<file path="config.mk">
export PLATFORM = sky130hd
export DESIGN_NAME = icsr_top
export DESIGN_NICKNAME = d
export VERILOG_FILES = /design/src/icsr_pkg.sv /design/src/icsr_top.sv
export SDC_FILE = /design/constraint.sdc
export NUM_CORES = 1
export LEC_CHECK = 0
export BUFFER_PORTS_ARGS = -buffer_cell sky130_fd_sc_hd__buf_2
export CAP_MARGIN = 10
export CORE_ASPECT_RATIO = 2
export CORE_UTILIZATION = 50
export DETAILED_ROUTE_END_ITERATION = 8
export GPL_TIMING_DRIVEN = 0
export PLACE_DENSITY_LB_ADDON = 0.2
export SETUP_SLACK_MARGIN = 0.2
export SYNTH_ARGS = -nofsm -noshare
export SYNTH_HDL_FRONTEND = slang
export SYNTH_SLANG_ARGS = --single-unit
export TNS_END_PERCENT = 30
</file>
<file path="constraint.sdc">
create_clock -name clk -period 3.6 [get_ports clk]
set_input_delay 0.18 -clock clk [delete_from_list [all_inputs] [get_ports clk]]
set_output_delay 0.18 -clock clk [all_outputs]
set_load 0.02 [all_outputs]
</file>
<file path="src/icsr_pkg.sv">
// Constants and types shared by the two-wire controller control/status block
package icsr_pkg;

    // ------------------------------------------------------------------
    // Register byte addresses
    // ------------------------------------------------------------------
    localparam logic [31:0] OFF_ABORT_CLR   = 32'h5000_1454; // Abort clear
    localparam logic [31:0] OFF_START_CLR   = 32'h5000_1464; // Start clear
    localparam logic [31:0] OFF_GENCALL_CLR = 32'h5000_1468; // General_address_event clr
    localparam logic [31:0] OFF_ENABLE      = 32'h5000_146c; // Enable
    localparam logic [31:0] OFF_STATUS      = 32'h5000_1470; // Status
    localparam logic [31:0] OFF_TX_LEVEL    = 32'h5000_1474; // TX level
    localparam logic [31:0] OFF_RX_LEVEL    = 32'h5000_1478; // RX level
    localparam logic [31:0] OFF_HOLD        = 32'h5000_147c; // Hold time
    localparam logic [31:0] OFF_ABORT_CAUSE = 32'h5000_1480; // Abort cause
    localparam logic [31:0] OFF_EVT_STATUS  = 32'h5000_1484; // Sticky events
    localparam logic [31:0] OFF_EVT_CLEAR   = 32'h5000_1488; // W1 clear
    localparam logic [31:0] OFF_EVT_ENABLE  = 32'h5000_148c; // Event enable
    localparam logic [31:0] OFF_DATA_CMD    = 32'h5000_1490; // Data/command

    // ------------------------------------------------------------------
    // Field positions
    // ------------------------------------------------------------------
    localparam int BIT_EVT_ABORT   = 6;  // Abort event
    localparam int BIT_EVT_START   = 10; // Start condition seen
    localparam int BIT_EVT_GENCALL = 11; // General call address seen
    localparam int BIT_ST_SLAVE    = 6;  // Slave FSM busy
    localparam int BIT_ST_MASTER   = 5;  // Master FSM busy
    localparam int BIT_ST_RXFULL   = 4;  // RX queue full
    localparam int BIT_ST_RXNE     = 3;  // RX queue not empty
    localparam int BIT_ST_TXEMPTY  = 2;  // TX queue empty
    localparam int BIT_ST_TXSPACE  = 1;  // TX queue has space
    localparam int BIT_ST_ACTIVE   = 0;  // Any FSM busy
    localparam int BIT_ABRT_SLVRD  = 15; // Read command while slave sends
    localparam int BIT_CMD_READ    = 8;  // Read command in data word

    // ------------------------------------------------------------------
    // Reset values and timing
    // ------------------------------------------------------------------
    localparam logic [15:0] RST_HOLD      = 16'h0001; // Hold time reset
    localparam logic [15:0] EVT_MASK      = 16'h0c40; // Implemented events
    localparam int          ENABLE_DELAY  = 2;        // Cycles to apply enable

    // Status from the bus engine
    typedef struct packed {
        logic master_busy;   // Master FSM not idle
        logic slave_busy;    // Slave FSM not idle
        logic start_seen;    // Pulse: start condition
        logic general_addr;  // Pulse: general call received
        logic slave_rd_req;  // Level: remote master wants data
    } icsr_eng_t;

endpackage : icsr_pkg

</file>
<file path="src/icsr_top.sv">
// Control and status block of a two-wire bus controller
`timescale 1ns/1ns
`default_nettype none
// Summary of operation
// - Reading start clear clears start event
// - Reading general_address_event clear clears general_address_event event
// - Enable resets zero; disabled flushes both queues
// - Event status survives disable until cleared
// - Disable while sending: finish, drop TX
// - Disable while receiving: stop, no ack
// - Enable change applies two cycles later
// - Status bit 6 shows slave busy
// - Status bit 5 shows master busy
// - Status bit 4 shows RX full
// - RX not empty bit tracks RX count
// - Status bit 2 TX empty, no interrupt
// - Status bit 1 TX has free space
// - TX level reports TX count
// - RX level reports RX count
// - Read command while slave sends sets abort
// - Abort clear read clears abort, releases TX
module icsr_top
    import icsr_pkg::*;
#(
    parameter int TX_DEPTH = 32, // TX queue entries
    parameter int RX_DEPTH = 32  // RX queue entries
) (
    // Clock and reset
    input  wire logic        clk,
    input  wire logic        rst_n,
    // Register port
    input  wire logic [31:0] addr,
    input  wire logic [31:0] wdata,
    input  wire logic        wr,
    input  wire logic        rd,
    output logic      [31:0] rdata,
    // Bus engine side
    input  wire icsr_eng_t   eng,
    input  wire logic        tx_pop,
    input  wire logic        rx_push,
    input  wire logic [7:0]  rx_data,
    output logic      [8:0]  tx_word,
    output logic             tx_valid,
    output logic             core_enable,
    output logic             stop_request,
    output logic             rx_nack,
    output logic      [15:0] data_line_hold,
    // Interrupt
    output logic             irq
);

    // ------------------------------------------------------------------
    // Parameter check
    // ------------------------------------------------------------------
    localparam int TXA = $clog2(TX_DEPTH);
    localparam int RXA = $clog2(RX_DEPTH);
    initial begin
        if (TX_DEPTH < 2 || TX_DEPTH > 32 || (1 << TXA) != TX_DEPTH ||
            RX_DEPTH < 2 || RX_DEPTH > 32 || (1 << RXA) != RX_DEPTH) begin
            $error("icsr_top: depths must be powers of two, 2 to 32");
        end
    end

    // ------------------------------------------------------------------
    // Address decode
    // ------------------------------------------------------------------
    wire logic hit_abort_clr = (addr == OFF_ABORT_CLR);
    wire logic hit_start_clr = (addr == OFF_START_CLR);
    wire logic hit_gen_clr   = (addr == OFF_GENCALL_CLR);
    wire logic hit_enable    = (addr == OFF_ENABLE);
    wire logic hit_status    = (addr == OFF_STATUS);
    wire logic hit_txlvl     = (addr == OFF_TX_LEVEL);
    wire logic hit_rxlvl     = (addr == OFF_RX_LEVEL);
    wire logic hit_hold      = (addr == OFF_HOLD);
    wire logic hit_cause     = (addr == OFF_ABORT_CAUSE);
    wire logic hit_evt_st    = (addr == OFF_EVT_STATUS);
    wire logic hit_evt_clr   = (addr == OFF_EVT_CLEAR);
    wire logic hit_evt_en    = (addr == OFF_EVT_ENABLE);
    wire logic hit_data      = (addr == OFF_DATA_CMD);

    // ------------------------------------------------------------------
    // Control registers
    // ------------------------------------------------------------------
    logic        ctrl_en;    // Software enable bit
    logic        en_d1;      // First delay stage
    logic        en_eff;     // Enable as seen by the logic
    logic [15:0] hold_time;  // Data line hold setting
    logic [15:0] evt_en;     // Event interrupt enables
    logic [15:0] evt_st;     // Sticky raw events
    logic        abrt_slvrd; // Abort cause bit
    logic        tx_blocked; // TX held flushed after abort

    // Software writes; reserved bits are not stored
    always_ff @(posedge clk or negedge rst_n) begin
        if (!rst_n) begin
            ctrl_en   <= 1'b0;
            hold_time <= RST_HOLD;
            evt_en    <= 16'h0000;
        end else if (wr) begin
            if (hit_enable) begin
                ctrl_en <= wdata[0];
            end else if (hit_hold) begin
                hold_time <= wdata[15:0];
            end else if (hit_evt_en) begin
                evt_en <= wdata[15:0] & EVT_MASK;
            end
        end
    end

    // Two-stage delay before an enable change takes effect
    always_ff @(posedge clk or negedge rst_n) begin
        if (!rst_n) begin
            en_d1  <= 1'b0;
            en_eff <= 1'b0;
        end else begin
            en_d1  <= ctrl_en;
            en_eff <= en_d1;
        end
    end

    assign core_enable    = en_eff;
    // Engine finishes its current transfer, then stops
    assign stop_request   = !en_eff;
    // Byte in progress when disabled is not acknowledged
    assign rx_nack        = !en_eff;
    assign data_line_hold = hold_time;

    // ------------------------------------------------------------------
    // Queue control
    // ------------------------------------------------------------------
    logic [5:0]     tx_cnt;   // Valid TX entries
    logic [5:0]     rx_cnt;   // Valid RX entries
    logic [TXA-1:0] tx_wp;    // TX write index
    logic [TXA-1:0] tx_rp;    // TX read index
    logic [RXA-1:0] rx_wp;    // RX write index
    logic [RXA-1:0] rx_rp;    // RX read index
    logic [8:0]     tx_mem [TX_DEPTH]; // TX storage
    logic [7:0]     rx_mem [RX_DEPTH]; // RX storage

    wire logic tx_full  = (tx_cnt == 6'(TX_DEPTH));
    wire logic tx_empty = (tx_cnt == 6'h00);
    wire logic rx_full  = (rx_cnt == 6'(RX_DEPTH));
    wire logic rx_empty = (rx_cnt == 6'h00);
    // Read command while the slave is asked for data is an abort
    wire logic slvrd_err = wr && hit_data && eng.slave_rd_req &&
                           wdata[BIT_CMD_READ];
    wire logic tx_flush  = !en_eff || tx_blocked || slvrd_err;
    wire logic rx_flush  = !en_eff;
    wire logic tx_push   = wr && hit_data && !tx_full && !slvrd_err;
    wire logic tx_take   = tx_pop && !tx_empty;
    wire logic rx_put    = rx_push && !rx_full;
    wire logic rx_take   = rd && hit_data && !rx_empty;
    wire logic abort_clr = rd && hit_abort_clr;

    // TX indices and count, flushed while disabled or aborted
    always_ff @(posedge clk or negedge rst_n) begin
        if (!rst_n) begin
            tx_wp  <= '0;
            tx_rp  <= '0;
            tx_cnt <= 6'h00;
        end else if (tx_flush) begin
            tx_wp  <= '0;
            tx_rp  <= '0;
            tx_cnt <= 6'h00;
        end else begin
            tx_wp  <= tx_wp + TXA'(tx_push);
            tx_rp  <= tx_rp + TXA'(tx_take);
            tx_cnt <= tx_cnt + 6'(tx_push) - 6'(tx_take);
        end
    end

    // RX indices and count, flushed while disabled
    always_ff @(posedge clk or negedge rst_n) begin
        if (!rst_n) begin
            rx_wp  <= '0;
            rx_rp  <= '0;
            rx_cnt <= 6'h00;
        end else if (rx_flush) begin
            rx_wp  <= '0;
            rx_rp  <= '0;
            rx_cnt <= 6'h00;
        end else begin
            rx_wp  <= rx_wp + RXA'(rx_put);
            rx_rp  <= rx_rp + RXA'(rx_take);
            rx_cnt <= rx_cnt + 6'(rx_put) - 6'(rx_take);
        end
    end

    // Queue storage, one flip-flop word per entry
    always_ff @(posedge clk) begin
        if (tx_push && !tx_flush) begin
            tx_mem[tx_wp] <= wdata[8:0];
        end
        if (rx_put && !rx_flush) begin
            rx_mem[rx_wp] <= rx_data;
        end
    end

    assign tx_word  = tx_mem[tx_rp];
    assign tx_valid = !tx_empty;

    // ------------------------------------------------------------------
    // Events and abort cause
    // ------------------------------------------------------------------
    // Setting wins over a clear in the same cycle; disable never clears
    wire logic [15:0] evt_set = (16'(eng.start_seen)   << BIT_EVT_START) |
                                (16'(eng.general_addr) << BIT_EVT_GENCALL) |
                                (16'(slvrd_err)        << BIT_EVT_ABORT);
    wire logic [15:0] evt_clr =
        ((wr && hit_evt_clr) ? wdata[15:0] : 16'h0000) |
        (16'(rd && hit_start_clr) << BIT_EVT_START)    |
        (16'(rd && hit_gen_clr)   << BIT_EVT_GENCALL)  |
        (16'(abort_clr)           << BIT_EVT_ABORT);
    wire logic [15:0] next_evt_st = ((evt_st & ~evt_clr) | evt_set) &
                                    EVT_MASK;
    wire logic [15:0] masked_event_status = evt_st & evt_en;

    // Sticky event register
    always_ff @(posedge clk or negedge rst_n) begin
        if (!rst_n) begin
            evt_st <= 16'h0000;
        end else begin
            evt_st <= next_evt_st;
        end
    end

    // Abort cause and TX hold-off, released by the abort clear read
    always_ff @(posedge clk or negedge rst_n) begin
        if (!rst_n) begin
            abrt_slvrd <= 1'b0;
            tx_blocked <= 1'b0;
        end else if (slvrd_err) begin
            abrt_slvrd <= 1'b1;
            tx_blocked <= 1'b1;
        end else if (abort_clr) begin
            abrt_slvrd <= 1'b0;
            tx_blocked <= 1'b0;
        end
    end

    // Level interrupt from enabled events; TX empty never requests one
    always_ff @(posedge clk or negedge rst_n) begin
        if (!rst_n) begin
            irq <= 1'b0;
        end else begin
            irq <= |(next_evt_st & evt_en);
        end
    end

    // ------------------------------------------------------------------
    // Read data
    // ------------------------------------------------------------------
    wire logic [15:0] status_word =
        (16'(eng.slave_busy)  << BIT_ST_SLAVE)   |
        (16'(eng.master_busy) << BIT_ST_MASTER)  |
        (16'(rx_full)         << BIT_ST_RXFULL)  |
        (16'(!rx_empty)       << BIT_ST_RXNE)    |
        (16'(tx_empty)        << BIT_ST_TXEMPTY) |
        (16'(!tx_full)        << BIT_ST_TXSPACE) |
        (16'(eng.slave_busy || eng.master_busy) << BIT_ST_ACTIVE);

    wire logic [15:0] next_rdata =
        hit_start_clr ? 16'(evt_st[BIT_EVT_START])   :
        hit_gen_clr   ? 16'(evt_st[BIT_EVT_GENCALL]) :
        hit_abort_clr ? 16'(evt_st[BIT_EVT_ABORT])   :
        hit_enable    ? 16'(ctrl_en)                 :
        hit_status    ? status_word                  :
        hit_txlvl     ? {10'h000, tx_cnt}            :
        hit_rxlvl     ? {10'h000, rx_cnt}            :
        hit_hold      ? hold_time                    :
        hit_cause     ? 16'(abrt_slvrd) << BIT_ABRT_SLVRD :
        hit_evt_st    ? evt_st                       :
        hit_evt_en    ? evt_en                       :
        hit_data      ? {8'h00, rx_mem[rx_rp]}       :
                        16'h0000;

    // Read data stand for exactly the cycle after the strobe
    always_ff @(posedge clk or negedge rst_n) begin
        if (!rst_n) begin
            rdata <= 32'h0000_0000;
        end else if (rd) begin
            rdata <= {16'h0000, next_rdata};
        end else begin
            rdata <= 32'h0000_0000;
        end
    end
endmodule : icsr_top
`default_nettype wire

</file>
==> flow_metrics.env <==
export IMPL_status="complete, no violations"
export IMPL_p_leak_nw=9.48
export IMPL_place_ws_ns=-0.134
export IMPL_cp_top_family="buffers and inverters"
export IMPL_pwr_share_comb_pct=1.8
export IMPL_ys_seq_area_share_pct=71.8
export IMPL_layout_nets=1729
export IMPL_worst_slack_ns=0.264
export IMPL_drive_above_1_share_pct=24.6
export IMPL_cts_root_buf="clkbuf_16"
export IMPL_core_sq_um=50100
export IMPL_die_y_um=321
export IMPL_fin_crit_sh_pct=92.7
export IMPL_wire_per_inst_um=28.6
export IMPL_antenna_found_initial=9
export IMPL_drt_pass1_iterations=5
export IMPL_htree_num_levels=2
export IMPL_place_gp_congestion=0.961
export IMPL_cts_setup_buffers=0
export IMPL_maxCapViolCount=0
export IMPL_tns_ns=0
export IMPL_syn_cell_area_sq_um=25400
export IMPL_grt_pass1_vias=14300
export IMPL_area_delta_synth_final_pct=13.9
export IMPL_synthCells=1420
export IMPL_syn_area_per_cell_sq_um=17.9
export IMPL_worst_path_buf_inv=3
export IMPL_hold_path_class="primary input to flip-flop"
export IMPL_vias=13700
export IMPL_yosys_area_top_type="edfxtp_1"
export IMPL_synth_area_leaders="edfxtp_1 64%, mux4_2 9.1%, dfrtp_1 7.3%, mux2i_1 3.1%, o221ai_1 1.6%"
export IMPL_crit_required_ns=4.06
export IMPL_slowest_delay_ns=0.75
export IMPL_drv_slew=0
export IMPL_crit_arrival_ns=3.79
export IMPL_internal_power_mw=11.2
export IMPL_synth_warnings=0
export IMPL_setup_viol=0
export IMPL_ir_worst_vdd_v=0.000506
export IMPL_cts_sinks=619
export IMPL_max_freq_mhz=300
export IMPL_cp_cell_sequence="buf_2 > buf_2 > buf_1 > mux4_2 > mux2i_1 > o2111ai_1 > o211ai_1 > a21oi_1"
export IMPL_numCtsBuffers=51
export IMPL_grtUsageTotal_pct=26.3
export IMPL_grt_overflow_total=0
export IMPL_dp_cells=2200
export IMPL_worst_pin_slew_ns=0.988
export IMPL_grt_pass1_wl_um=94900
export IMPL_fp_dieW_um=161
export IMPL_startpoint_type="flip-flop"
export IMPL_port_buffers=111
export IMPL_synth_top_area_share_pct=64.4
export IMPL_drc=0
export IMPL_cp_max_fo=10
export IMPL_detailed_place_hpwl_um=48000
export IMPL_clkPwrFrac_pct=42.3
export IMPL_cp_slowest_cell="buf_1"
export IMPL_final_cells=2313
export IMPL_die_area_sq_um=51700
export IMPL_drt_iter0_markers=851
export IMPL_rsz0062_at_grt="yes"
export IMPL_tritoncts="done"
export IMPL_swShare_pct=19.5
export IMPL_seqPwrFrac_pct=55.9
export IMPL_clk_latency_ns=0.60
export IMPL_cp_common_cell="buf_2"
export IMPL_async_flop_share_pct=12.1
export IMPL_synth_cell_types=77
export IMPL_clk_pin_slew_ns=0.07
export IMPL_boundaryPins=145
export IMPL_via_per_inst=5.91
export IMPL_end_kind="flip-flop"
export IMPL_wl_um=66100
export IMPL_initial_core_util_pct=50.7
export IMPL_grt_max_degree=66
export IMPL_switchingPower_mw=2.73
export IMPL_clock_skew_ns=0.0190
export IMPL_critical_path_class="flip-flop to flip-flop"
export IMPL_rows=116
export IMPL_ant_nets=0
export IMPL_synth_edf_count=544
export IMPL_synthFlopType="edfxtp_1"
export IMPL_finalHoldViolCount=0
export IMPL_power_density_nw_per_um2=484
export IMPL_relSlewSlack_pct=33.9
export IMPL_synth_seq_cells=619
export IMPL_clock_path_buffers=3
export IMPL_fin_crit_ns=3.34
[per-stage QoR]
step / hold WS, ns / cell area (sq um) / power, mW / utilization [%]
2_1_floorplan: -0.116 / 25400 / 8.01 / -
3_5_place_dp: 0.0596 / 26900 / 8.20 / 53.7
3_3_place_gp: 0.351 / 26800 / 8.19 / 53.5
4_1_cts: 0.0206 / 28800 / 14.1 / 57.6
6_report: 0.0642 / 28900 / 14.0 / 57.7
5_1_grt: 0.0603 / 28900 / 14.3 / 57.7
[what timing repair did]
action	CTS	global route
hold endpoints to repair	88	0
hold buffers	16	0
setup endpoints to repair	31	79
resized for setup	12	14
[final cells by class]
type,instances,area (sq um)
flip-flops and latches,619,18200
well taps,649,812
inverters,19,71.3
multi-input cells,712,6760
clock buffers,61,1330
clock inverters,33,438
diodes,3,7.51
plain buffers,85,480
fillers,3881,21200
repair buffers,132,771
[worst reg2reg max path: stages, from the launching register on]
cell and delay (ns):
dfrtp_1 0.36, buf_2 0.30, buf_2 0.43, buf_1 0.76, mux4_2 0.44, mux2i_1 0.36
o2111ai_1 0.24, o211ai_1 0.21, a21oi_1 0.09
[layout by cell type (no fill, tap or decap), types with 6 or more instances in the layout]
cell / instances
ha_1: 24
conb_1: 16
o21ai_0: 19
nand2b_1: 9
nand3_1: 20
and2_1: 20
mux4_2: 103
o22ai_1: 13
dlygate4sd3_1: 16
clkbuf_1: 34
clkinvlp_4: 8
nand2_1: 60
nand3b_1: 7
buf_4: 23
o221ai_1: 43
clkbuf_2: 8
clkinv_1: 8
edfxtp_1: 544
buf_2: 125
nor3_1: 9
dfrtp_1: 74
xor2_1: 9
a22oi_1: 14
mux2i_1: 77
buf_6: 6
inv_1: 18
xnor2_1: 12
or3_1: 6
bufinv_16: 10
a21oi_1: 28
nor2_1: 95
nor2b_1: 8
nor3_2: 8
clkbuf_16: 51
mux2_2: 20
nor4_4: 7
buf_1: 9
[worst paths after layout]
| kind | from | endpoint | slack [ns] | cells after the start |
|---|---|---|---|---|
| min in group asynchronous | rst_n | tx_cnt[0]$_DFF_PN0_ | 0.17 | 3 |
| setup reg to reg | rx_rp[1]$_DFF_PN0_ | rdata[5]$_DFF_PN0_ | 0.26 | 8 |
| setup / recovery | rx_rp[1]$_DFF_PN0_ | rdata[5]$_DFF_PN0_ | 0.26 | 8 |
| hold / removal | eng[3] | rdata[6]$_DFF_PN0_ | 0.06 | 4 |
| max in group asynchronous | rst_n | rx_cnt[2]$_DFF_PN0_ | 2.39 | 3 |
| hold reg to reg | en_d1$_DFF_PN0_ | core_enable$_DFF_PN0_ | 0.36 | 0 |
[synth_stat cells, drive strengths merged (6+ instances only)]
cell    count
nand3      21
nand2b      9
mux4      103
or3         7
nor3       17
nor2       96
mux2i      79
edfxtp    544
nand4       6
a22oi      14
clkbuf     34
o22ai      13
xnor2      12
nand3b      7
inv        18
o221ai     46
ha         24
xor2        9
mux2       21
and2       20
nor2b       8
a21oi      28
nand2      61
nor4       13
buf        51
dfrtp      74
o21ai      19
[sequential cells by signal, summed over array words and instances (netlist names), 5 cells and up]
name / flops
rx_cnt: 6
data_line_hold: 16
rx_mem: 256
tx_mem: 288
tx_cnt: 6
tx_wp: 5
rx_wp: 5
tx_rp: 5
rdata: 16
rx_rp: 5
[power by group through the flow]
stage | logic, mW | clock network (mW) | registers (mW)
4_1_cts | 0.254 | 6.00 | 7.80
2_1_floorplan | 0.0538 | 0 | 7.96
3_3_place_gp | 0.227 | 0 | 7.96
3_5_place_dp | 0.242 | 0 | 7.96
5_1_grt | 0.272 | 6.22 | 7.80
6_report | 0.253 | 5.91 | 7.80
[routing by layer]
metal	GRT usage, %	vias up	wire length (um)
met4	18.5	12	5280
met3	4.31	179	3220
li1	-	6052	-
met5	0	-	70
met1	24.8	6979	20100
met2	50.4	445	37300
[kinds of logic after synthesis]
logic type,count (synthesis),synth area share (%)
compound gates,161,4.59
simple gates,285,6.31
mux,203,13.2
flops,619,71.8
other cells,1,0.0148
fa+ha+maj,26,1.34
buf+inv,104,2.05
xor+xnor,21,0.725
(Power assumes the default switching activity.)
